## config.mk

```make
export PLATFORM = sky130hd
export DESIGN_NAME = shift_move_indirect_exec
export DESIGN_NICKNAME = d
export VERILOG_FILES = /design/src/logic/shift_move_indirect_pkg.sv /design/src/logic/shift_move_indirect_exec.sv
export SDC_FILE = /design/constraint.sdc
export NUM_CORES = 1
export LEC_CHECK = 0
export CAP_MARGIN = 40
export CELL_PAD_IN_SITES_DETAIL_PLACEMENT = 0
export CELL_PAD_IN_SITES_GLOBAL_PLACEMENT = 1
export CORE_UTILIZATION = 51
export DETAILED_ROUTE_END_ITERATION = 7
export DONT_BUFFER_PORTS = 1
export PLACE_DENSITY = 0.86
export REMOVE_ABC_BUFFERS = 1
export SKIP_CTS_REPAIR_TIMING = 1
export SYNTH_ARGS = -nofsm -noshare
export SYNTH_HDL_FRONTEND = slang
export SYNTH_SLANG_ARGS = --single-unit
```

## constraint.sdc

```tcl
create_clock -name SYS_CLK -period 9.1 [get_ports SYS_CLK]
set_clock_uncertainty 0.05 [all_clocks]
set_input_delay 1.82 -clock SYS_CLK [delete_from_list [all_inputs] [get_ports SYS_CLK]]
set_output_delay 1.82 -clock SYS_CLK [all_outputs]
set_load 0.01 [all_outputs]
```

## src/logic/shift_move_indirect_pkg.sv

```systemverilog
package shift_move_indirect_pkg;

  // Operation codes on OP_CODE; code 3 is not a valid operation
  localparam logic [1:0] OP_SHIFT = 2'h0;
  localparam logic [1:0] OP_MOVE  = 2'h1;
  localparam logic [1:0] OP_IND   = 2'h2;
  localparam logic [1:0] OP_NONE  = 2'h3;

  // Pointer update modes
  localparam logic [1:0] MODE_PRE_INC  = 2'h0;
  localparam logic [1:0] MODE_PRE_DEC  = 2'h1;
  localparam logic [1:0] MODE_POST_INC = 2'h2;
  localparam logic [1:0] MODE_POST_DEC = 2'h3;

  // Direct file addresses that are indirect windows
  localparam logic [6:0] WIN0_ADDR = 7'h00;
  localparam logic [6:0] WIN1_ADDR = 7'h01;

  // Register port offsets
  localparam logic [2:0] REG_W     = 3'h0;
  localparam logic [2:0] REG_STAT  = 3'h1;
  localparam logic [2:0] REG_P0_LO = 3'h2;
  localparam logic [2:0] REG_P0_HI = 3'h3;
  localparam logic [2:0] REG_P1_LO = 3'h4;
  localparam logic [2:0] REG_P1_HI = 3'h5;

  // Status field positions
  localparam int STAT_C_BIT = 0;
  localparam int STAT_Z_BIT = 2;

  // Reset values and the pointer step
  localparam logic [7:0]  W_RESET   = 8'h00;
  localparam logic [15:0] PTR_RESET = 16'h0000;
  localparam logic [15:0] PTR_ONE   = 16'h0001;
  localparam logic [7:0]  BYTE_ZERO = 8'h00;

  typedef enum logic [1:0] {
    ST_IDLE = 2'b01,
    ST_EXEC = 2'b10
  } state_t;

  typedef struct packed {
    state_t      state;
    logic [7:0]  w;
    logic        c;
    logic        z;
    logic [15:0] ptr0;
    logic [15:0] ptr1;
    logic [1:0]  op;
    logic        dest;
    logic [15:0] ea;
    logic        done;
    logic        wr_en;
    logic [15:0] wr_addr;
    logic [7:0]  wr_data;
    logic [7:0]  bus_rdata;
  } exec_st_t;

  localparam exec_st_t ST_RESET = '{
    state:     ST_IDLE,
    w:         W_RESET,
    c:         1'b0,
    z:         1'b0,
    ptr0:      PTR_RESET,
    ptr1:      PTR_RESET,
    op:        OP_NONE,
    dest:      1'b0,
    ea:        PTR_RESET,
    done:      1'b0,
    wr_en:     1'b0,
    wr_addr:   PTR_RESET,
    wr_data:   BYTE_ZERO,
    bus_rdata: BYTE_ZERO
  };

endpackage

```

## src/logic/shift_move_indirect_exec.sv

```systemverilog
// What this block does
// - Register 0..127 shifts one bit right into carry; C and Z updated.
// - Shift result MSB is zero; source LSB goes into carry.
// - Shift destination 0 writes accumulator, 1 writes source back.
// - Move copies register to accumulator for 0, back to itself for 1.
// - Move always updates zero flag, even when writing back to itself.
// - Indirect load copies pointed-to register into accumulator; updates Z.
// - Mode 00 pre-inc, 01 pre-dec, 10 post-inc, 11 post-dec pointer.
// - Relative form addresses pointer plus signed -32..31; pointer kept.
// - After access pointer is plus one, minus one, or unchanged.
// - Indirect window has no storage; access goes to pointer's address.
// - Pointer is 16 bits and wraps at both ends.
//
// Strobed register access and the register addresses were decided locally.
`timescale 1ns/1ps
module shift_move_indirect_exec
  import shift_move_indirect_pkg::*;
(
  input  wire logic        SYS_CLK,
  input  wire logic        RST_B,
  input  wire logic        OP_VALID,
  input  wire logic [1:0]  OP_CODE,
  input  wire logic [6:0]  FILE_ADDR,
  input  wire logic        DEST_SEL,
  input  wire logic        PTR_SEL,
  input  wire logic        REL_FORM,
  input  wire logic [1:0]  PTR_MODE,
  input  wire logic [5:0]  REL_OFFSET,
  output logic             OP_READY,
  output logic             OP_DONE,
  output logic [15:0]      RF_RADDR,
  input  wire logic [7:0]  RF_RDATA,
  output logic             RF_WE,
  output logic [15:0]      RF_WADDR,
  output logic [7:0]       RF_WDATA,
  output logic [7:0]       W_OUT,
  output logic             CARRY,
  output logic             ZERO,
  output logic [15:0]      PTR0_OUT,
  output logic [15:0]      PTR1_OUT,
  input  wire logic [2:0]  BUS_ADDR,
  input  wire logic [7:0]  BUS_WDATA,
  input  wire logic        BUS_WE,
  input  wire logic        BUS_RE,
  output logic [7:0]       BUS_RDATA
);

  exec_st_t s_q;
  exec_st_t s_d;
  logic     accept;
  logic     rd_lsb;

  assign accept   = OP_READY && OP_VALID && (OP_CODE != OP_NONE);
  assign rd_lsb   = RF_RDATA[0];
  assign OP_READY = (s_q.state == ST_IDLE);
  assign OP_DONE  = s_q.done;
  assign RF_RADDR = s_q.ea;
  assign RF_WE    = s_q.wr_en;
  assign RF_WADDR = s_q.wr_addr;
  assign RF_WDATA = s_q.wr_data;
  assign W_OUT    = s_q.w;
  assign CARRY    = s_q.c;
  assign ZERO     = s_q.z;
  assign PTR0_OUT = s_q.ptr0;
  assign PTR1_OUT = s_q.ptr1;
  assign BUS_RDATA = s_q.bus_rdata;

  always_comb begin
    logic [15:0] cur;
    logic [15:0] nxt;
    logic [15:0] offs;
    logic [7:0]  res;
    logic [7:0]  stat;
    cur  = PTR_SEL ? s_q.ptr1 : s_q.ptr0;
    nxt  = cur;
    offs = {{10{REL_OFFSET[5]}}, REL_OFFSET};
    res  = RF_RDATA;
    stat = BYTE_ZERO;
    stat[STAT_C_BIT] = s_q.c;
    stat[STAT_Z_BIT] = s_q.z;
    s_d = s_q;
    s_d.done  = 1'b0;
    s_d.wr_en = 1'b0;

    // Software writes first, so a same-cycle operation result wins
    if (BUS_WE) begin
      if (BUS_ADDR == REG_W) begin
        s_d.w = BUS_WDATA;
      end else if (BUS_ADDR == REG_STAT) begin
        s_d.c = BUS_WDATA[STAT_C_BIT];
        s_d.z = BUS_WDATA[STAT_Z_BIT];
      end else if (BUS_ADDR == REG_P0_LO) begin
        s_d.ptr0[7:0] = BUS_WDATA;
      end else if (BUS_ADDR == REG_P0_HI) begin
        s_d.ptr0[15:8] = BUS_WDATA;
      end else if (BUS_ADDR == REG_P1_LO) begin
        s_d.ptr1[7:0] = BUS_WDATA;
      end else if (BUS_ADDR == REG_P1_HI) begin
        s_d.ptr1[15:8] = BUS_WDATA;
      end
    end

    // Read data stands for exactly one cycle; unmapped reads give zero
    s_d.bus_rdata = BYTE_ZERO;
    if (BUS_RE) begin
      if (BUS_ADDR == REG_W) begin
        s_d.bus_rdata = s_q.w;
      end else if (BUS_ADDR == REG_STAT) begin
        s_d.bus_rdata = stat;
      end else if (BUS_ADDR == REG_P0_LO) begin
        s_d.bus_rdata = s_q.ptr0[7:0];
      end else if (BUS_ADDR == REG_P0_HI) begin
        s_d.bus_rdata = s_q.ptr0[15:8];
      end else if (BUS_ADDR == REG_P1_LO) begin
        s_d.bus_rdata = s_q.ptr1[7:0];
      end else if (BUS_ADDR == REG_P1_HI) begin
        s_d.bus_rdata = s_q.ptr1[15:8];
      end
    end

    case (s_q.state)
      ST_IDLE: begin
        if (accept) begin
          s_d.op    = OP_CODE;
          s_d.dest  = DEST_SEL;
          s_d.state = ST_EXEC;
          if (OP_CODE == OP_IND) begin
            if (REL_FORM) begin
              s_d.ea = cur + offs;
            end else begin
              // Pointer arithmetic is 16 bits and wraps naturally
              case (PTR_MODE)
                MODE_PRE_INC: begin
                  nxt    = cur + PTR_ONE;
                  s_d.ea = nxt;
                end
                MODE_PRE_DEC: begin
                  nxt    = cur - PTR_ONE;
                  s_d.ea = nxt;
                end
                MODE_POST_INC: begin
                  nxt    = cur + PTR_ONE;
                  s_d.ea = cur;
                end
                default: begin
                  nxt    = cur - PTR_ONE;
                  s_d.ea = cur;
                end
              endcase
            end
            // Pointer settles during accept; op beats a same-cycle bus write
            if (PTR_SEL) begin
              s_d.ptr1 = nxt;
            end else begin
              s_d.ptr0 = nxt;
            end
          end else if (FILE_ADDR == WIN0_ADDR) begin
            s_d.ea = s_q.ptr0;
          end else if (FILE_ADDR == WIN1_ADDR) begin
            s_d.ea = s_q.ptr1;
          end else begin
            s_d.ea = {9'h000, FILE_ADDR};
          end
        end
      end
      ST_EXEC: begin
        if (s_q.op == OP_SHIFT) begin
          res   = {1'b0, RF_RDATA[7:1]};
          s_d.c = RF_RDATA[0];
        end
        s_d.z = (res == BYTE_ZERO);
        if (s_q.op == OP_IND || !s_q.dest) begin
          s_d.w = res;
        end else begin
          s_d.wr_en   = 1'b1;
          s_d.wr_addr = s_q.ea;
          s_d.wr_data = res;
        end
        s_d.done  = 1'b1;
        s_d.state = ST_IDLE;
      end
      default: begin
        s_d.state = ST_IDLE;
      end
    endcase
  end

  always_ff @(posedge SYS_CLK) begin
    if (!RST_B) begin
      s_q <= ST_RESET;
    end else begin
      s_q <= s_d;
    end
  end
endmodule

```

## Word-level counts from Yosys, hierarchy flattened

Index checks and enable logic that the tools add are counted.

- Register bits: 97
- Word-level logic and storage cells: 89

- Add/sub/neg operators: 3
- Equality and inequality tests: 14
- Mux-type cells: 39
- Bitwise operators: 1
- Reduce and logical (&&, ||, !) cells: 18

Operator list:

| kind | number |
|---|---|
| two-way mux 16 bit | 11 |
| two-way mux 8 bit | 16 |
| two-way mux 51 bit | 2 |
| two-way mux 32 bit | 2 |
| two-way mux 42 bit | 1 |
| two-way mux 34 bit | 1 |
| one-hot mux 16 bit (2 select lines) | 1 |
| two-way mux 26 bit | 1 |
| two-way mux 25 bit | 1 |
| adder 16 x 1 -> 16 bit (second input constant) | 1 |
| adder 16 bit | 1 |
| subtractor 16 x 1 -> 16 bit (second input constant) | 1 |
| two-way mux 10 bit | 1 |
| AND reduction 2 bit | 5 |
| equality test 2 bit (second input constant) | 4 |
| zero test 8 bit | 1 |
| equality test 7 x 1 -> 1 bit (second input constant) | 1 |
| zero test 7 bit | 1 |
| equality test 3 x 2 -> 1 bit (second input constant) | 2 |
| equality test 3 bit (second input constant) | 2 |
| equality test 2 x 1 -> 1 bit (second input constant) | 2 |
| zero test 2 bit | 2 |
| nonzero test 2 bit | 2 |
| equality test 3 x 1 -> 1 bit (second input constant) | 1 |
| 11 further kinds | 12 |

## Depth between registers and ports, before layout

- Word-level depth: 12
- Gate-level depth with buffers: 15
- Depth with buffers taken out: 12

## Worst setup path before layout

Ideal clock, no wire load.

- Path kind: input-to-reg
- From: input PTR_SEL
- To: register s_q (netlist bit RF_RADDR[9])
- Library setup time: 0.103 ns
- Data arrival time: 4.312 ns
- Data required time: 8.947 ns
- Slack: 4.634 ns
- Cell stages on the path: 13
- Path buffers: 3
- Cell sequence: buf_6 > buf_6 > buf_2 > mux2i_1 > inv_1 > ha_1 > a211oi_1 > o211ai_1 > a31o_2 > a21oi_1 > xnor2_1 > nor2_1 > a2111oi_2

- Cells in the longest elaborated chain, start to end: 5
- Elaborated cells on any way between the ends: 7
- Classes of those cells: add/sub (3); mux (4)

RTL lines:

| what | RTL line | source |
|---|---|---|
| start: declaration | shift_move_indirect_exec.sv:25 | `input wire logic PTR_SEL,` |
| two-way mux 16 bit * | shift_move_indirect_exec.sv:74 | `cur = PTR_SEL ? s_q.ptr1 : s_q.ptr0;` |
| subtractor 16 x 1 -> 16 bit / adder 16 x 1 -> 16 bit (equally long branches) | shift_move_indirect_exec.sv:138, shift_move_indirect_exec.sv:134 |  |
| one-hot mux 16 bit (2 select lines) | shift_move_indirect_exec.sv:132 | `case (PTR_MODE)` |
| two-way mux 16 bit * | shift_move_indirect_exec.sv:128 | `if (REL_FORM) begin` |
| two-way mux 16 bit * | shift_move_indirect_exec.sv:127 | `if (OP_CODE == OP_IND) begin` |
| end signal: assignment | shift_move_indirect_exec.sv:190 | `s_q <= ST_RESET;` |
| end signal: assignment | shift_move_indirect_exec.sv:192 | `s_q <= s_d;` |
| end: declaration | shift_move_indirect_exec.sv:48 | `exec_st_t s_q;` |

Mark *: on every way between the ends. The rest lies on a longest branch, timed or not.
A chain may end at the register's enable or synchronous reset.

## Worst setup path after layout

- From: input PTR_SEL
- To: register s_q (netlist bit RF_RADDR[13])

The elaborated chain is that of the path after synthesis.

==> impl_metrics.sql <==
INSERT INTO impl_metrics (metric_group, metric, value, unit) VALUES
('sta', 'final_report_setup_violation_count', '0', ''),
('cells_and_area', 'diodes', '0', ''),
('sta', 'achievable-frequency', '245.0', 'MHz'),
('critical_path', 'reg2reg_to', 'RF_RADDR[10]', ''),
('power_and_ir_drop', 'seq_power_share', '46.9', '%'),
('cells_and_area', 'drive_above_1_share', '8.240', '%'),
('cells_and_area', 'fillers', '1345', ''),
('sta', 'final_hold_viols', '0', ''),
('sta', 'hold-worst-slack', '0.4309', 'ns'),
('floorplanning', 'die_height', '121.9', 'µm'),
('power_and_ir_drop', 'power_frac_clock', '35.4', '%'),
('clocking', 'worstSkewPairLatency', '0.36', 'ns'),
('status', 'status', 'finished clean', ''),
('synth', 'synth_enable_flop_cells', '0', ''),
('min_path', 'min_from', 's_q[50]', ''),
('placement', 'final_hpwl_dp', '16620', 'µm'),
('floorplanning', 'die_width', '121.9', 'µm'),
('sta', 'timing_max_transition_violations_final', '0', ''),
('cells_and_area', 'finalInstanceArea', '0.006972', 'mm²'),
('sta', 'totalNegativeSetupSlack', '0', 'ns'),
('critical_path', 'worst-endpoint-arrival', '4.28', 'ns'),
('critical_path', 'critPathRequiredTime', '9.30', 'ns'),
('cells_and_area', 'sequential_cell_area', '0.001942', 'mm²'),
('placement', 'placed_cell_area', '0.006703', 'mm²'),
('synth', 'yosysWarnings', '0', ''),
('critical_path', 'reg2reg_from', 'PTR0_OUT[0]', ''),
('route', 'detailedRoute.firstPassIterationCount', '5', ''),
('power_and_ir_drop', 'p_comb_share', '17.7', '%'),
('clocking', 'cts-root-to-sink-buffers', '2', ''),
('min_path', 'min_path_cells', '2', ''),
('critical_path', 'crit_path_start_kind', 'primary input', ''),
('power_and_ir_drop', 'vdd_drop_max', '0.00009138', 'V'),
('clocking', 'cts_tree', 'yes', ''),
('synth', 'number_of_instances_in_the_synthesized_netlist', '926', ''),
('floorplanning', 'overall_die_area', '0.01486', 'mm²'),
('floorplanning', 'ioPinCount', '137', ''),
('critical_path', 'crit_path_max_fanout', '51', ''),
('placement', 'placed_cells_incl_taps', '966', ''),
('route', 'drt.antenna.violating_nets', '0', ''),
('sta', 'rsz0062_at_grt', 'false', ''),
('route', 'wire_per_inst', '22.91', 'µm'),
('cells_and_area', 'area_growth_syn_to_layout', '-4.898', '%'),
('route', 'route.detailed.vias_per_inst', '6.564', ''),
('synth', 'yosysSeqAreaShare', '26.49', '%'),
('clocking', 'ctsRootBufferMaster', 'sky130_fd_sc_hd__clkbuf_16', ''),
('placement', 'place_worst_setup_slack', '4.747', 'ns'),
('floorplanning', 'floorplan.core_area', '0.01393', 'mm²'),
('sta', 'timing.max_slew.rel_slack', '34.61', '%'),
('global_route', 'grt_pass1_wl', '33590', 'µm'),
('global_route', 'grt_start_max_net_pins', '52', ''),
('clocking', 'clkSlewWorstSetupHoldPaths', '0.06', 'ns'),
('power_and_ir_drop', 'p_leak', '2.602', 'nW'),
('route', 'wl', '22470', 'µm'),
('sta', 'finalCriticalPeriod', '4.082', 'ns'),
('route', 'drc_violations', '0', ''),
('power_and_ir_drop', 'cell_internal_pwr', '0.7019', 'mW'),
('power_and_ir_drop', 'power.share.switching', '31.39', '%'),
('cells_and_area', 'finish.net_count', '859', ''),
('power_and_ir_drop', 'power.density', '146.7', 'mW/mm²'),
('sta', 'layout_worst_path_cycle_share', '44.86', '%'),
('cells_and_area', 'area_of_combinational_cells_with_multiple_inputs', '0.004373', 'mm²'),
('clocking', 'number_of_levels_the_h_tree_was_split_into', '3', ''),
('floorplanning', 'rows', '43', ''),
('synth', 'synth-main-ff-cell', 'sky130_fd_sc_hd__dfxtp_1', ''),
('global_route', 'grt_pass1_vias', '5930', ''),
('sta', 'setup_slack', '5.018', 'ns'),
('placement', 'gp_congestion', '0.9204', ''),
('synth', 'postSynth.asyncResetShare', '0', '%'),
('critical_path', 'worstSetupPathType', 'in2reg', ''),
('global_route', 'number_of_antenna_violations_at_the_first_check_in_global_routing', '0', ''),
('global_route', 'grt_overflow_total', '0', '');
[area by class of cell]
type | count | share of cell area (%)
multi-input cells | 659 | 62.72
well taps | 180 | 3.230
repair buffers | 6 | 1.041
flip-flops and latches | 97 | 27.85
clock buffers | 9 | 3.230
inverters | 24 | 1.292
clock inverters | 6 | 0.6281
[synthesized netlist by cell type, types with 4 or more instances]
library cell               count  area share [%]
sky130_fd_sc_hd__a31oi_1       8            0.68
sky130_fd_sc_hd__nand4b_1      4            0.48
sky130_fd_sc_hd__and3_1        8            0.68
sky130_fd_sc_hd__nand3_1      18             1.2
sky130_fd_sc_hd__xor2_1       10             1.2
sky130_fd_sc_hd__buf_4        91             9.3
sky130_fd_sc_hd__o21a_1        5            0.51
sky130_fd_sc_hd__a22oi_1       8            0.82
sky130_fd_sc_hd__nand4_1       7            0.60
sky130_fd_sc_hd__dfxtp_1      97              26
sky130_fd_sc_hd__nor3_1       16             1.1
sky130_fd_sc_hd__nor2b_1      20             1.7
sky130_fd_sc_hd__a211oi_1     52             5.3
sky130_fd_sc_hd__inv_1        24             1.2
sky130_fd_sc_hd__nor4_1        5            0.43
sky130_fd_sc_hd__a21o_1        7            0.72
sky130_fd_sc_hd__nand2_1      79             4.0
sky130_fd_sc_hd__or3_1         4            0.34
sky130_fd_sc_hd__nor2_1       75             3.8
sky130_fd_sc_hd__clkbuf_1     41             2.1
sky130_fd_sc_hd__mux2_2       19             2.9
sky130_fd_sc_hd__buf_1         5            0.26
sky130_fd_sc_hd__ha_1         17             2.9
sky130_fd_sc_hd__o21ai_0      50             3.4
sky130_fd_sc_hd__mux2i_1      53             7.2
sky130_fd_sc_hd__nand2b_1      8            0.68
sky130_fd_sc_hd__buf_2         5            0.34
sky130_fd_sc_hd__o211ai_1     11             1.1
sky130_fd_sc_hd__a21oi_1      82             5.6
sky130_fd_sc_hd__xnor2_1      29             3.5
[critical path, cell delays in order]
cell	delay, ns
sky130_fd_sc_hd__mux2i_2	0.49
sky130_fd_sc_hd__inv_1	0.15
sky130_fd_sc_hd__ha_1	0.37
sky130_fd_sc_hd__o211ai_1	0.13
sky130_fd_sc_hd__o211ai_1	0.33
sky130_fd_sc_hd__nand4_1	0.26
sky130_fd_sc_hd__and3_1	0.24
sky130_fd_sc_hd__o21ai_0	0.17
sky130_fd_sc_hd__o2111ai_1	0.13
sky130_fd_sc_hd__nor3b_2	0.18
[kinds of logic after synthesis]
group,count (synthesis),synth area share [%]
AO/OA/AOI/OAI,257,22.62
multiplexers,75,10.72
XOR/XNOR,39,4.659
buffers and inverters,170,13.98
flip-flops,97,26.49
adder cells (fa/ha/maj),18,3.175
AND/OR/NAND/NOR,270,18.37
[how the worst max path moves through the flow]
stage | from | end | depth (start not counted)
floorplan | PTR_SEL | RF_RADDR[9] | 10
global placement | PTR_SEL | RF_RADDR[13] | 10
detailed placement | PTR_SEL | RF_RADDR[13] | 10
CTS | PTR_SEL | RF_RADDR[13] | 10
global route | PTR_SEL | RF_RADDR[13] | 10
finish | PTR_SEL | RF_RADDR[13] | 10
[routing by layer]
layer / GRT usage [%] / vias up / wire length, µm
li1: - / 2985 / -
met1: 40.26 / 3082 / 9425
met2: 45.87 / 336 / 10140
met3: 7.678 / 36 / 2489
met4: 10.03 / 0 / 418
met5: 0 / - / 0
[flip-flops by register name, indices dropped and copies added, names as in the netlist]
name       cells
BUS_RDATA      8
CARRY          1
OP_DONE        1
PTR0_OUT      16
PTR1_OUT      16
RF_RADDR      16
RF_WADDR      16
RF_WDATA       8
RF_WE          1
W_OUT          8
ZERO           1
s_q            5
[power by group through the flow]
stage | combinational (mW) | clock, mW | sequential (mW)
final | 0.181 | 0.362 | 0.479
after global routing | 0.196 | 0.379 | 0.482
after CTS | 0.178 | 0.363 | 0.479
after detailed placement | 0.177 | 0 | 0.488
after global placement | 0.171 | 0 | 0.488
after floorplan | 0.136 | 0 | 0.474
[placed cells by master (no fill, tap or decap), types with 3 or more instances in the layout]
cell type and instances:
sky130_fd_sc_hd__a211oi_1 52, sky130_fd_sc_hd__ha_1 17, sky130_fd_sc_hd__nor4_1 5, sky130_fd_sc_hd__mux2_2 19, sky130_fd_sc_hd__o22a_1 3, sky130_fd_sc_hd__nor4b_1 3, sky130_fd_sc_hd__xnor2_1 29, sky130_fd_sc_hd__clkbuf_16 9
sky130_fd_sc_hd__a21o_1 7, sky130_fd_sc_hd__a31oi_1 8, sky130_fd_sc_hd__nand4b_1 4, sky130_fd_sc_hd__nand3b_1 3, sky130_fd_sc_hd__nor2_2 3, sky130_fd_sc_hd__nor2b_1 20, sky130_fd_sc_hd__nor3_1 16, sky130_fd_sc_hd__nor2_1 74
sky130_fd_sc_hd__o2111ai_1 3, sky130_fd_sc_hd__buf_4 3, sky130_fd_sc_hd__a21oi_1 82, sky130_fd_sc_hd__mux2i_2 3, sky130_fd_sc_hd__nand3_1 18, sky130_fd_sc_hd__dfxtp_1 97, sky130_fd_sc_hd__o211ai_1 11, sky130_fd_sc_hd__and3_1 8
sky130_fd_sc_hd__o21a_1 5, sky130_fd_sc_hd__or3_1 4, sky130_fd_sc_hd__a22oi_1 8, sky130_fd_sc_hd__clkinvlp_4 3, sky130_fd_sc_hd__nand4_1 7, sky130_fd_sc_hd__xor2_1 10, sky130_fd_sc_hd__mux2i_1 53, sky130_fd_sc_hd__and2_1 3
sky130_fd_sc_hd__nand2b_1 8, sky130_fd_sc_hd__o21ai_0 50, sky130_fd_sc_hd__inv_1 23, sky130_fd_sc_hd__nand2_1 79
[through the flow]
step           power, mW  util (%)
6_report           1.023     50.03
2_1_floorplan     0.6100         -
3_3_place_gp      0.6595     47.74
3_5_place_dp      0.6652     48.10
5_1_grt            1.057     50.03
4_1_cts            1.020     50.03
(Power assumes the default switching activity.)
